## src/logic/afcrm_pkg.sv

```systemverilog
// Package: map positions, reset values and encodings of the airflow configuration register bank
`default_nettype none
package afcrm_pkg;
	// ==========================================================
	// Word sizes
	localparam int unsigned AFCRM_DW = 16;                       // Register word width
	localparam int unsigned AFCRM_AW = 16;                       // Map address width

	// ==========================================================
	// Map positions (zero-based register addresses)
	localparam logic [15:0] AFCRM_ADR_SETPOINT_BUS    = 16'h0000; // Bus-written setpoint
	localparam logic [15:0] AFCRM_ADR_SETPOINT_ANALOG = 16'h000C; // Analog setpoint image
	localparam logic [15:0] AFCRM_ADR_SETPOINT_SOURCE = 16'h0076; // Setpoint origin
	localparam logic [15:0] AFCRM_ADR_ROOM_POLARITY   = 16'h0077; // room_pressure_polarity
	localparam logic [15:0] AFCRM_ADR_CASCADE         = 16'h007B; // pressure_cascade_setting
	localparam logic [15:0] AFCRM_ADR_APP_CHOICE      = 16'h007C; // application_choice
	localparam logic [15:0] AFCRM_ADR_ALTITUDE        = 16'h007D; // site_altitude_metres
	localparam logic [15:0] AFCRM_ADR_NOM_DP_SEL      = 16'h007E; // nominal_dp_selected_unit
	localparam logic [15:0] AFCRM_ADR_NOM_DP_PA       = 16'h0080; // nominal_dp_pascal
	localparam logic [15:0] AFCRM_ADR_UNIT_CHOICE     = 16'h0091; // pressure_unit_choice

	// ==========================================================
	// Values after reset
	localparam logic [15:0] AFCRM_RST_SETPOINT_BUS = 16'h0000;
	localparam logic        AFCRM_RST_SOURCE       = 1'b1;        // Bus is the default origin
	localparam logic        AFCRM_RST_POLARITY     = 1'b1;        // Positive pressure
	localparam logic [1:0]  AFCRM_RST_CASCADE      = 2'h0;
	localparam logic [1:0]  AFCRM_RST_APP          = 2'h0;
	localparam logic [15:0] AFCRM_RST_ALTITUDE     = 16'h0000;
	localparam logic [15:0] AFCRM_RST_NOM_DP       = 16'h0000;
	localparam logic [1:0]  AFCRM_RST_UNIT         = 2'h0;

	// ==========================================================
	// Encodings
	localparam logic       AFCRM_SRC_ANALOG   = 1'b0;
	localparam logic       AFCRM_SRC_BUS      = 1'b1;
	localparam logic       AFCRM_POL_NEGATIVE = 1'b0;
	localparam logic       AFCRM_POL_POSITIVE = 1'b1;
	localparam logic [1:0] AFCRM_CASC_OFF     = 2'h0;
	localparam logic [1:0] AFCRM_CASC_ON      = 2'h1;
	localparam logic [1:0] AFCRM_CASC_FAST    = 2'h2;
	localparam logic [1:0] AFCRM_APP_FLOW     = 2'h0;
	localparam logic [1:0] AFCRM_APP_PRESSURE = 2'h1;
	localparam logic [1:0] AFCRM_APP_ROOM     = 2'h2;
	localparam logic [1:0] AFCRM_UNIT_PASCAL  = 2'h0;
	localparam logic [1:0] AFCRM_UNIT_UNUSED  = 2'h1;
	localparam logic [1:0] AFCRM_UNIT_INH2O   = 2'h2;

	// ==========================================================
	// Limits and scaling, in register units
	localparam logic [15:0] AFCRM_ALTITUDE_MAX = 16'h0BB8;        // 3000 m
	localparam logic [15:0] AFCRM_CEIL_SMALL   = 16'h1388;        // 500.0 Pa
	localparam logic [15:0] AFCRM_CEIL_MID     = 16'h1770;        // 600.0 Pa
	localparam logic [15:0] AFCRM_CEIL_ROOM    = 16'h1D4C;        // 750.0 Pa
	localparam logic [15:0] AFCRM_INH2O_MULT   = 16'h0107;        // 65536 / 249.09
	localparam int unsigned AFCRM_INH2O_SHIFT  = 16;
	localparam logic [15:0] AFCRM_DEACTIVATED  = 16'hFFFF;        // Unused or unsupported
	localparam int unsigned AFCRM_RD_CYCLES    = 1;               // Read answer latency

	// ==========================================================
	// Sensor element / product variant
	typedef enum logic [1:0] {
		AFCRM_VAR_SMALL,                                         // 500 Pa element
		AFCRM_VAR_MID,                                           // 600 Pa element
		AFCRM_VAR_ROOM                                           // Room-pressure variant
	} afcrm_variant_e;

	// Smaller of two words, used for every clamp
	function automatic logic [15:0] afcrm_min16(input logic [15:0] a, input logic [15:0] b);
		afcrm_min16 = (a < b) ? a : b;
	endfunction
endpackage
`default_nettype wire

```

## src/logic/afcrm_regs.sv

```systemverilog
// Register bank for setpoint origin, room pressure, cascade, application and nominal pressure
`default_nettype none
module afcrm_regs
	import afcrm_pkg::*;
#(
	parameter afcrm_variant_e VARIANT = AFCRM_VAR_ROOM  // Fitted sensor element
)(
	input  wire logic        mclk_in,                     // System clock
	input  wire logic        srst_in,                     // Synchronous reset
	input  wire logic [15:0] reg_addr_in,                 // Map address
	input  wire logic        reg_wr_in,                   // Write strobe
	input  wire logic [15:0] reg_wdata_in,                // Write data
	input  wire logic        reg_rd_in,                   // Read strobe
	output logic      [15:0] reg_rdata_out,               // Read data
	output logic             reg_rvalid_out,              // Read data valid pulse
	input  wire logic [15:0] analog_setpoint_in,          // Setpoint from analog input
	input  wire logic [1:0]  app_choice_in,               // Application fixed in factory
	input  wire logic [1:0]  cascade_request_in,          // Cascade asked for in factory
	input  wire logic        fast_actuator_in,            // Fast actuator detected
	input  wire logic [15:0] first_sensor_input_in,       // 0-10 V sensor sample
	input  wire logic [15:0] nominal_dp_sensor_in,        // Element nominal pressure
	input  wire logic [15:0] measured_dp_in,              // Measured pressure
	output logic      [15:0] active_setpoint_out,         // Setpoint in force
	output logic             negative_pressure_out,       // Room kept below ambient
	output logic             cascade_active_out,          // Cascade running
	output logic             cascade_fast_out,            // Cascade in fast response
	output logic      [15:0] cascade_input_out,           // Cascade input signal
	output logic      [15:0] pressure_at_nominal_flow_out,// Pressure at nominal flow
	output logic      [15:0] limited_dp_out,              // Measured pressure after clamp
	output logic      [15:0] altitude_out                 // Site altitude in metres
);
	// ==========================================================
	// Storage
	logic [15:0] setpoint_bus_q;       // Bus setpoint
	logic [15:0] setpoint_analog_q;    // Analog setpoint image
	logic        source_q;             // Setpoint origin
	logic        polarity_q;           // Room pressure polarity
	logic [1:0]  cascade_q;            // Cascade setting
	logic [1:0]  cascade_d;            // Next cascade setting
	logic [1:0]  app_q;                // Application choice
	logic [15:0] altitude_q;           // Site altitude
	logic [15:0] nom_pa_q;             // Nominal pressure in 0.1 Pa
	logic [1:0]  unit_q;               // Pressure unit
	logic [15:0] nom_sel;              // Nominal pressure in selected unit
	logic [15:0] rdata_d;              // Next read word
	logic [15:0] rdata_q;              // Read word
	logic        rvalid_q;             // Read answer pulse
	logic [15:0] ceiling;              // Element ceiling
	logic        room_variant;         // Variant has room pressure

	assign room_variant = (VARIANT == AFCRM_VAR_ROOM);

	// Ceiling of the fitted element
	always_comb begin
		case (VARIANT)
			AFCRM_VAR_SMALL: begin
				ceiling = AFCRM_CEIL_SMALL;
			end
			AFCRM_VAR_MID: begin
				ceiling = AFCRM_CEIL_MID;
			end
			default: begin
				ceiling = AFCRM_CEIL_ROOM;
			end
		endcase
	end

	// Write decode helper
	function automatic logic wr_hit(input logic [15:0] adr);
		wr_hit = reg_wr_in && (reg_addr_in == adr);
	endfunction

	// Map decode kept apart from the read mux, so the all-ones check does not restate it
	function automatic logic adr_mapped(input logic [15:0] adr);
		case (adr)
			AFCRM_ADR_SETPOINT_BUS, AFCRM_ADR_SETPOINT_ANALOG, AFCRM_ADR_SETPOINT_SOURCE,
			AFCRM_ADR_ROOM_POLARITY, AFCRM_ADR_CASCADE, AFCRM_ADR_APP_CHOICE, AFCRM_ADR_ALTITUDE,
			AFCRM_ADR_NOM_DP_SEL, AFCRM_ADR_NOM_DP_PA, AFCRM_ADR_UNIT_CHOICE: adr_mapped = 1'b1;
			default:                                                         adr_mapped = 1'b0;
		endcase
	endfunction

	// ==========================================================
	// Writable registers and the read-only analog setpoint image
	// Setpoint origin; only bit 0 carries meaning
	always_ff @(posedge mclk_in) begin
		if (srst_in) begin
			source_q <= AFCRM_RST_SOURCE;
		end else if (wr_hit(AFCRM_ADR_SETPOINT_SOURCE)) begin
			source_q <= reg_wdata_in[0];
		end
	end

	// Bus setpoint, kept even while analog origin is in force
	always_ff @(posedge mclk_in) begin
		if (srst_in) begin
			setpoint_bus_q <= AFCRM_RST_SETPOINT_BUS;
		end else if (wr_hit(AFCRM_ADR_SETPOINT_BUS)) begin
			setpoint_bus_q <= reg_wdata_in;
		end
	end

	// Analog setpoint image, refreshed every cycle
	always_ff @(posedge mclk_in) begin
		if (srst_in) begin
			setpoint_analog_q <= AFCRM_RST_SETPOINT_BUS;
		end else begin
			setpoint_analog_q <= analog_setpoint_in;
		end
	end

	// Polarity; writes on other variants are dropped silently
	always_ff @(posedge mclk_in) begin
		if (srst_in) begin
			polarity_q <= AFCRM_RST_POLARITY;
		end else if (room_variant && wr_hit(AFCRM_ADR_ROOM_POLARITY)) begin
			polarity_q <= reg_wdata_in[0];
		end
	end

	// Altitude, clamped so the control loop never sees an absurd height
	always_ff @(posedge mclk_in) begin
		if (srst_in) begin
			altitude_q <= AFCRM_RST_ALTITUDE;
		end else if (wr_hit(AFCRM_ADR_ALTITUDE)) begin
			altitude_q <= afcrm_min16(reg_wdata_in, AFCRM_ALTITUDE_MAX);
		end
	end

	// Unit choice; only pascal and inches of water are accepted
	always_ff @(posedge mclk_in) begin
		if (srst_in) begin
			unit_q <= AFCRM_RST_UNIT;
		end else if (wr_hit(AFCRM_ADR_UNIT_CHOICE)) begin
			if (reg_wdata_in == 16'(AFCRM_UNIT_PASCAL) || reg_wdata_in == 16'(AFCRM_UNIT_INH2O)) begin
				unit_q <= reg_wdata_in[1:0];
			end
		end
	end

	// ==========================================================
	// Read-only registers
	// Application follows factory setting, never the bus
	always_ff @(posedge mclk_in) begin
		if (srst_in) begin
			app_q <= AFCRM_RST_APP;
		end else begin
			app_q <= app_choice_in;
		end
	end

	// Cascade permission; a refused fast request falls back to normal
	always_comb begin
		if (app_q != AFCRM_APP_FLOW && app_q != AFCRM_APP_ROOM) begin
			cascade_d = AFCRM_CASC_OFF;
		end else if (cascade_request_in == AFCRM_CASC_FAST) begin
			cascade_d = (room_variant && fast_actuator_in) ? AFCRM_CASC_FAST : AFCRM_CASC_ON;
		end else if (cascade_request_in == AFCRM_CASC_ON) begin
			cascade_d = AFCRM_CASC_ON;
		end else begin
			cascade_d = AFCRM_CASC_OFF;
		end
	end

	// Cascade setting register
	always_ff @(posedge mclk_in) begin
		if (srst_in) begin
			cascade_q <= AFCRM_RST_CASCADE;
		end else begin
			cascade_q <= cascade_d;
		end
	end

	// Nominal pressure limited by element ceiling
	always_ff @(posedge mclk_in) begin
		if (srst_in) begin
			nom_pa_q <= AFCRM_RST_NOM_DP;
		end else begin
			nom_pa_q <= afcrm_min16(nominal_dp_sensor_in, ceiling);
		end
	end

	// Selected-unit view of the nominal pressure
	afcrm_unit_conv afcrm_unit_conv_i (
		.mclk_in      (mclk_in),
		.srst_in      (srst_in),
		.pa_tenths_in (nom_pa_q),
		.unit_in      (unit_q),
		.value_out    (nom_sel)
	);

	// ==========================================================
	// Read port, answer one cycle after the strobe
	always_comb begin
		case (reg_addr_in)
			AFCRM_ADR_SETPOINT_BUS:    rdata_d = setpoint_bus_q;
			AFCRM_ADR_SETPOINT_ANALOG: rdata_d = setpoint_analog_q;
			AFCRM_ADR_SETPOINT_SOURCE: rdata_d = {15'h0000, source_q};
			AFCRM_ADR_ROOM_POLARITY:   rdata_d = room_variant ? {15'h0000, polarity_q} : AFCRM_DEACTIVATED;
			AFCRM_ADR_CASCADE:         rdata_d = {14'h0000, cascade_q};
			AFCRM_ADR_APP_CHOICE:      rdata_d = {14'h0000, app_q};
			AFCRM_ADR_ALTITUDE:        rdata_d = altitude_q;
			AFCRM_ADR_NOM_DP_SEL:      rdata_d = nom_sel;
			AFCRM_ADR_NOM_DP_PA:       rdata_d = nom_pa_q;
			AFCRM_ADR_UNIT_CHOICE:     rdata_d = {14'h0000, unit_q};
			default:                   rdata_d = AFCRM_DEACTIVATED;
		endcase
	end

	// Read data register; holds until the next read
	always_ff @(posedge mclk_in) begin
		if (srst_in) begin
			rdata_q <= 16'h0000;
		end else if (reg_rd_in) begin
			rdata_q <= rdata_d;
		end
	end

	// Read valid pulse
	always_ff @(posedge mclk_in) begin
		if (srst_in) begin
			rvalid_q <= 1'b0;
		end else begin
			rvalid_q <= reg_rd_in;
		end
	end

	assign reg_rdata_out  = rdata_q;
	assign reg_rvalid_out = rvalid_q;

	// ==========================================================
	// Effects on the control path
	// Setpoint in force follows the origin register
	assign active_setpoint_out = (source_q == AFCRM_SRC_ANALOG) ? setpoint_analog_q
	                                                            : setpoint_bus_q;
	assign negative_pressure_out = (polarity_q == AFCRM_POL_NEGATIVE);
	assign cascade_active_out    = (cascade_q != AFCRM_CASC_OFF);
	assign cascade_fast_out      = (cascade_q == AFCRM_CASC_FAST);
	// Idle cascade input reads zero, so a stale sample cannot steer the loop
	assign cascade_input_out = cascade_active_out ? first_sensor_input_in : 16'h0000;
	// Pressure at nominal flow exists only for flow application
	assign pressure_at_nominal_flow_out = (app_q == AFCRM_APP_FLOW) ? nom_pa_q : 16'h0000;
	// Pressure applications clamp the measurement at the nominal value
	assign limited_dp_out = (app_q == AFCRM_APP_PRESSURE || app_q == AFCRM_APP_ROOM)
	                        ? afcrm_min16(measured_dp_in, nom_pa_q) : measured_dp_in;
	assign altitude_out = altitude_q;
endmodule
`default_nettype wire

```

## src/logic/afcrm_unit_conv.sv

```systemverilog
// Converter of the nominal pressure from tenths of pascal into the selected unit
`default_nettype none
module afcrm_unit_conv
	import afcrm_pkg::*;
(
	input  wire logic        mclk_in,      // System clock
	input  wire logic        srst_in,      // Synchronous reset
	input  wire logic [15:0] pa_tenths_in, // Pressure in 0.1 Pa
	input  wire logic [1:0]  unit_in,      // Unit selection
	output logic      [15:0] value_out     // Pressure in 0.1 of the unit
);
	// ==========================================================
	// Arithmetic
	logic [31:0] product;                  // Scaled product for inches of water
	logic [15:0] value_d;                  // Next converted value
	logic [15:0] value_q;                  // Registered converted value

	// Multiply-and-shift avoids a divider; costs about 0.04 % accuracy
	always_comb begin
		product = 32'(pa_tenths_in) * 32'(AFCRM_INH2O_MULT);
		case (unit_in)
			AFCRM_UNIT_PASCAL: begin
				value_d = pa_tenths_in;
			end
			AFCRM_UNIT_INH2O: begin
				value_d = product[31:AFCRM_INH2O_SHIFT];
			end
			default: begin
				value_d = AFCRM_DEACTIVATED;
			end
		endcase
	end

	// Output register, one cycle behind its inputs
	always_ff @(posedge mclk_in) begin
		if (srst_in) begin
			value_q <= AFCRM_RST_NOM_DP;
		end else begin
			value_q <= value_d;
		end
	end

	assign value_out = value_q;
endmodule
`default_nettype wire

```

## config.mk

```make
export PLATFORM = sky130hd
export DESIGN_NAME = afcrm_regs
export DESIGN_NICKNAME = d
export VERILOG_FILES = /design/src/logic/afcrm_pkg.sv /design/src/logic/afcrm_regs.sv /design/src/logic/afcrm_unit_conv.sv
export SDC_FILE = /design/constraint.sdc
export NUM_CORES = 1
export LEC_CHECK = 0
export BUFFER_PORTS_ARGS = -buffer_cell sky130_fd_sc_hd__buf_4
export CAP_MARGIN = 20
export CORE_MARGIN = 2
export CORE_UTILIZATION = 38
export CTS_CLUSTER_SIZE = 25
export DETAILED_ROUTE_END_ITERATION = 10
export GPL_TIMING_DRIVEN = 0
export PLACE_DENSITY_LB_ADDON = 0.25
export SLEW_MARGIN = 5
export SYNTH_ARGS = -nofsm -noshare
export SYNTH_HDL_FRONTEND = slang
export SYNTH_SLANG_ARGS = --single-unit
```

## constraint.sdc

```tcl
create_clock -name mclk_in -period 4.85 [get_ports mclk_in]
set_input_delay 0.485 -clock mclk_in [delete_from_list [all_inputs] [get_ports mclk_in]]
set_output_delay 0.485 -clock mclk_in [all_outputs]
set_load 0.02 [all_outputs]
```

==> results.json <==
{
  "status": "completed",
  "tightest_slew_ps": 784,
  "hp-class": "input pin to flip-flop",
  "diodes": 0,
  "gp_congestion": 0.880,
  "grt_antenna_before_repair": 0,
  "switchingPower_uw": 661,
  "worstReg2RegEnd": "afcrm_unit_conv_i.value_out[5]",
  "hold_viol": 0,
  "ant_nets": 0,
  "slowest_delay_ps": 630,
  "p_leak_nw": 4.35,
  "clk_path_buf_depth": 2,
  "layout-drive-gt1-share_pct": 29.4,
  "fin_crit_sh_pct": 93.2,
  "rrSetupSlack_ps": 330,
  "maxCapViolations": 0,
  "synth_edf_count": 0,
  "p_int_mw": 1.58,
  "crit_fanout": 9,
  "grt.total_usage_pct": 22.1,
  "p_per_area_nw_per_um2": 250,
  "cts_sinks": 105,
  "synth_top_family_by_area": "adder cells",
  "cts_htree_levels": 3,
  "clock_latency_ps": 350,
  "final_core_util_pct": 50.2,
  "final_cell_mix": "204 x buf_4, 103 x dfxtp_1, 101 x inv_1",
  "critPathRequiredTime_ps": 5080,
  "crit_type": "flip-flop to flip-flop",
  "hold_depth": 2,
  "cp_top_family": "adder cells",
  "slew_headroom_pct": 47.8,
  "synth_flop_cell": "dfxtp_1",
  "rows": 49,
  "slowest_stage": "dfxtp_1",
  "fillCellCount": 1742,
  "max_freq_mhz": 221,
  "drc": 0,
  "drt_wl_total_um": 21600,
  "fin_nets": 1146,
  "synthAdderAreaFrac_pct": 19.4,
  "pwr-share-seq_pct": 41.3,
  "grt_pass1_wl_um": 33700,
  "drtPass1Iterations": 6,
  "cts_buffers": 9,
  "vias": 6318,
  "routedWlPerCell_um": 18.2,
  "vdd_drop_max_mv": 0.195,
  "clock_skew_ps": 9.27,
  "die_area_um2": 19100,
  "synth_seq_cells": 105,
  "grt_setup_unrepaired": "false",
  "cts_setup_buffers": 0,
  "min_from": "cascade_request_in[0]",
  "r2r_cells": 13,
  "synth_cell_types": 63,
  "drt_iter0_drc": 436,
  "cts_tree": "done",
  "post-route-min-period_ps": 4520,
  "crit_chain": "inv_1 > fa_1 > inv_1 > ha_1 > ha_1 > fa_1 > ha_1 > o211ai_1 > o21ai_0 > o211ai_1 > o21ai_1 > a211oi_1 > nor4_1",
  "path_buf_inv": 2,
  "netlist_instances": 737,
  "power.share.switching_pct": 29.6,
  "worst_setup_hold_path_clk_slew_ps": 70,
  "syn_to_final_growth_pct": 30.8,
  "final-setup-viol-count": 0,
  "holdPathEnd": "cascade_q[1]",
  "yosysWarnings": 0,
  "worstPathArrival_ps": 4750,
  "die_y_um": 138,
  "worstSetupStartpointType": "flip-flop",
  "core_um2": 17800,
  "ios": 205,
  "numPortBuffers": 200,
  "tns_ps": 0,
  "r2r_start": "nom_pa_q[7]",
  "drv_slew": 0,
  "vias_per_cell": 5.34,
  "yosys.area_share.simple_pct": 16.9,
  "root_buffer": "clkbuf_16",
  "synth_compound_area_share_pct": 16.9,
  "comb_power_share_pct": 25.2,
  "synth_seq_area_share_pct": 30.7,
  "layout_commonest_cell": "buf_4",
  "grt_pass1_vias": 6106,
  "syn_area_um2": 6850,
  "hpwlAfterDp_um": 17200,
  "synth_mux_area_share_pct": 8.03,
  "synthArstFlopShare_pct": 0,
  "end_kind": "flip-flop",
  "syn-mean-instance-area_um2": 9.30,
  "grt_overflow": 0,
  "start_util_pct": 38.4,
  "crit_path_frequent_cell": "ha_1",
  "clockPowerShare_pct": 33.5,
  "synthXorXnorAreaFrac_pct": 0.256,
  "setup.worst_path.start": "nom_pa_q[7]",
  "grt_start_max_net_pins": 17,
  "die_x_um": 138
}
==> what timing repair did <==
action | CTS | global route
setup endpoints to repair | 0 | 7
hold buffers | 0 | 0
resized for setup | 0 | 5
==> worst register-to-register path, stage by stage, from the launching register on <==
cell and delay (ps):
dfxtp_1 630, inv_1 220, fa_1 570, inv_1 40
ha_1 290, ha_1 310, fa_1 490, ha_1 300
o211ai_1 70, o21ai_0 270, o211ai_1 170, o21ai_1 520
a211oi_1 160, nor4_1 350
==> power by group through the flow <==
stage	registers, mW	logic [mW]	clock network (mW)
6_report	0.924	0.563	0.749
5_1_grt	0.927	0.641	0.790
4_1_cts	0.924	0.566	0.756
3_5_place_dp	0.944	0.562	0
3_3_place_gp	0.944	0.557	0
2_1_floorplan	0.939	0.340	0
==> state kept, by name (all words and copies together) (netlist names) <==
| register | count |
|---|---|
| nom_pa_q | 16 |
| setpoint_analog_q | 16 |
| afcrm_unit_conv_i.value_out | 16 |
| cascade_q | 2 |
| unit_q | 2 |
| app_q | 2 |
| reg_rdata_out | 16 |
| altitude_out | 16 |
| source_q | 1 |
| setpoint_bus_q | 16 |
| polarity_q | 1 |
| reg_rvalid_out | 1 |
==> per-stage QoR <==
stage               instance area (um^2)  power [mW]  setup slack (ps)  cells  hold slack [ps]
floorplan                           6860        1.28               784    739              479
global placement                    8650        1.50               125   1168              478
detailed placement                  8650        1.51               171   1168              478
CTS                                 8960        2.25               131   1184              336
global route                        8960        2.36              35.6   1184              331
finish                              8960        2.24               328   1184              340
==> layer usage <==
layer	wire [um]	track usage, %
met4	415	4.99
met5	0	0
met1	9850	30.8
met3	1570	4.57
met2	9720	35.4
==> cells in the mapped netlist, types with 14 or more instances <==
library cell | count | area [um^2]
nand2_1 | 14 | 52.6
o21bai_1 | 16 | 120
nor2_1 | 44 | 165
nor2b_1 | 38 | 238
a21oi_1 | 31 | 155
and2_1 | 29 | 181
clkbuf_1 | 18 | 67.6
mux2_2 | 32 | 360
a31oi_1 | 18 | 113
o21ai_0 | 15 | 75.1
mux2i_1 | 19 | 190
fa_1 | 25 | 500
a22oi_1 | 15 | 113
inv_1 | 101 | 379
a222oi_1 | 15 | 150
dfxtp_1 | 105 | 2100
ha_1 | 66 | 826
==> logic make-up (layout without fill, tap and decap cells) <==
group | after synthesis | after routing
simple gates | 192 | 192
compound gates | 161 | 161
buf+inv | 134 | 350
flops | 105 | 105
fa+ha+maj | 91 | 91
mux | 51 | 51
xor+xnor | 2 | 2
other cells | 1 | 3
==> worst max-delay path by stage <==
stage          slack, ps  cells past startpoint                        endpoint
2_1_floorplan        780                     15  afcrm_unit_conv_i.value_out[2]
3_3_place_gp         120                     15  afcrm_unit_conv_i.value_out[5]
3_5_place_dp         170                     15  afcrm_unit_conv_i.value_out[2]
4_1_cts              130                     15  afcrm_unit_conv_i.value_out[2]
5_1_grt               40                     15  afcrm_unit_conv_i.value_out[6]
6_report             330                     13  afcrm_unit_conv_i.value_out[5]
==> area by class of cell <==
cell class,count,area (um^2),share of cell area (%)
clock buffers,12,256,2.86
clock inverters,4,51.3,0.572
multi-input cells,500,4230,47.2
flip-flops and latches,105,2100,23.5
repair buffers,200,1500,16.8
well taps,229,287,3.20
inverters,102,383,4.27
plain buffers,32,153,1.70
Note: power is estimated with default switching activity, not from simulation.
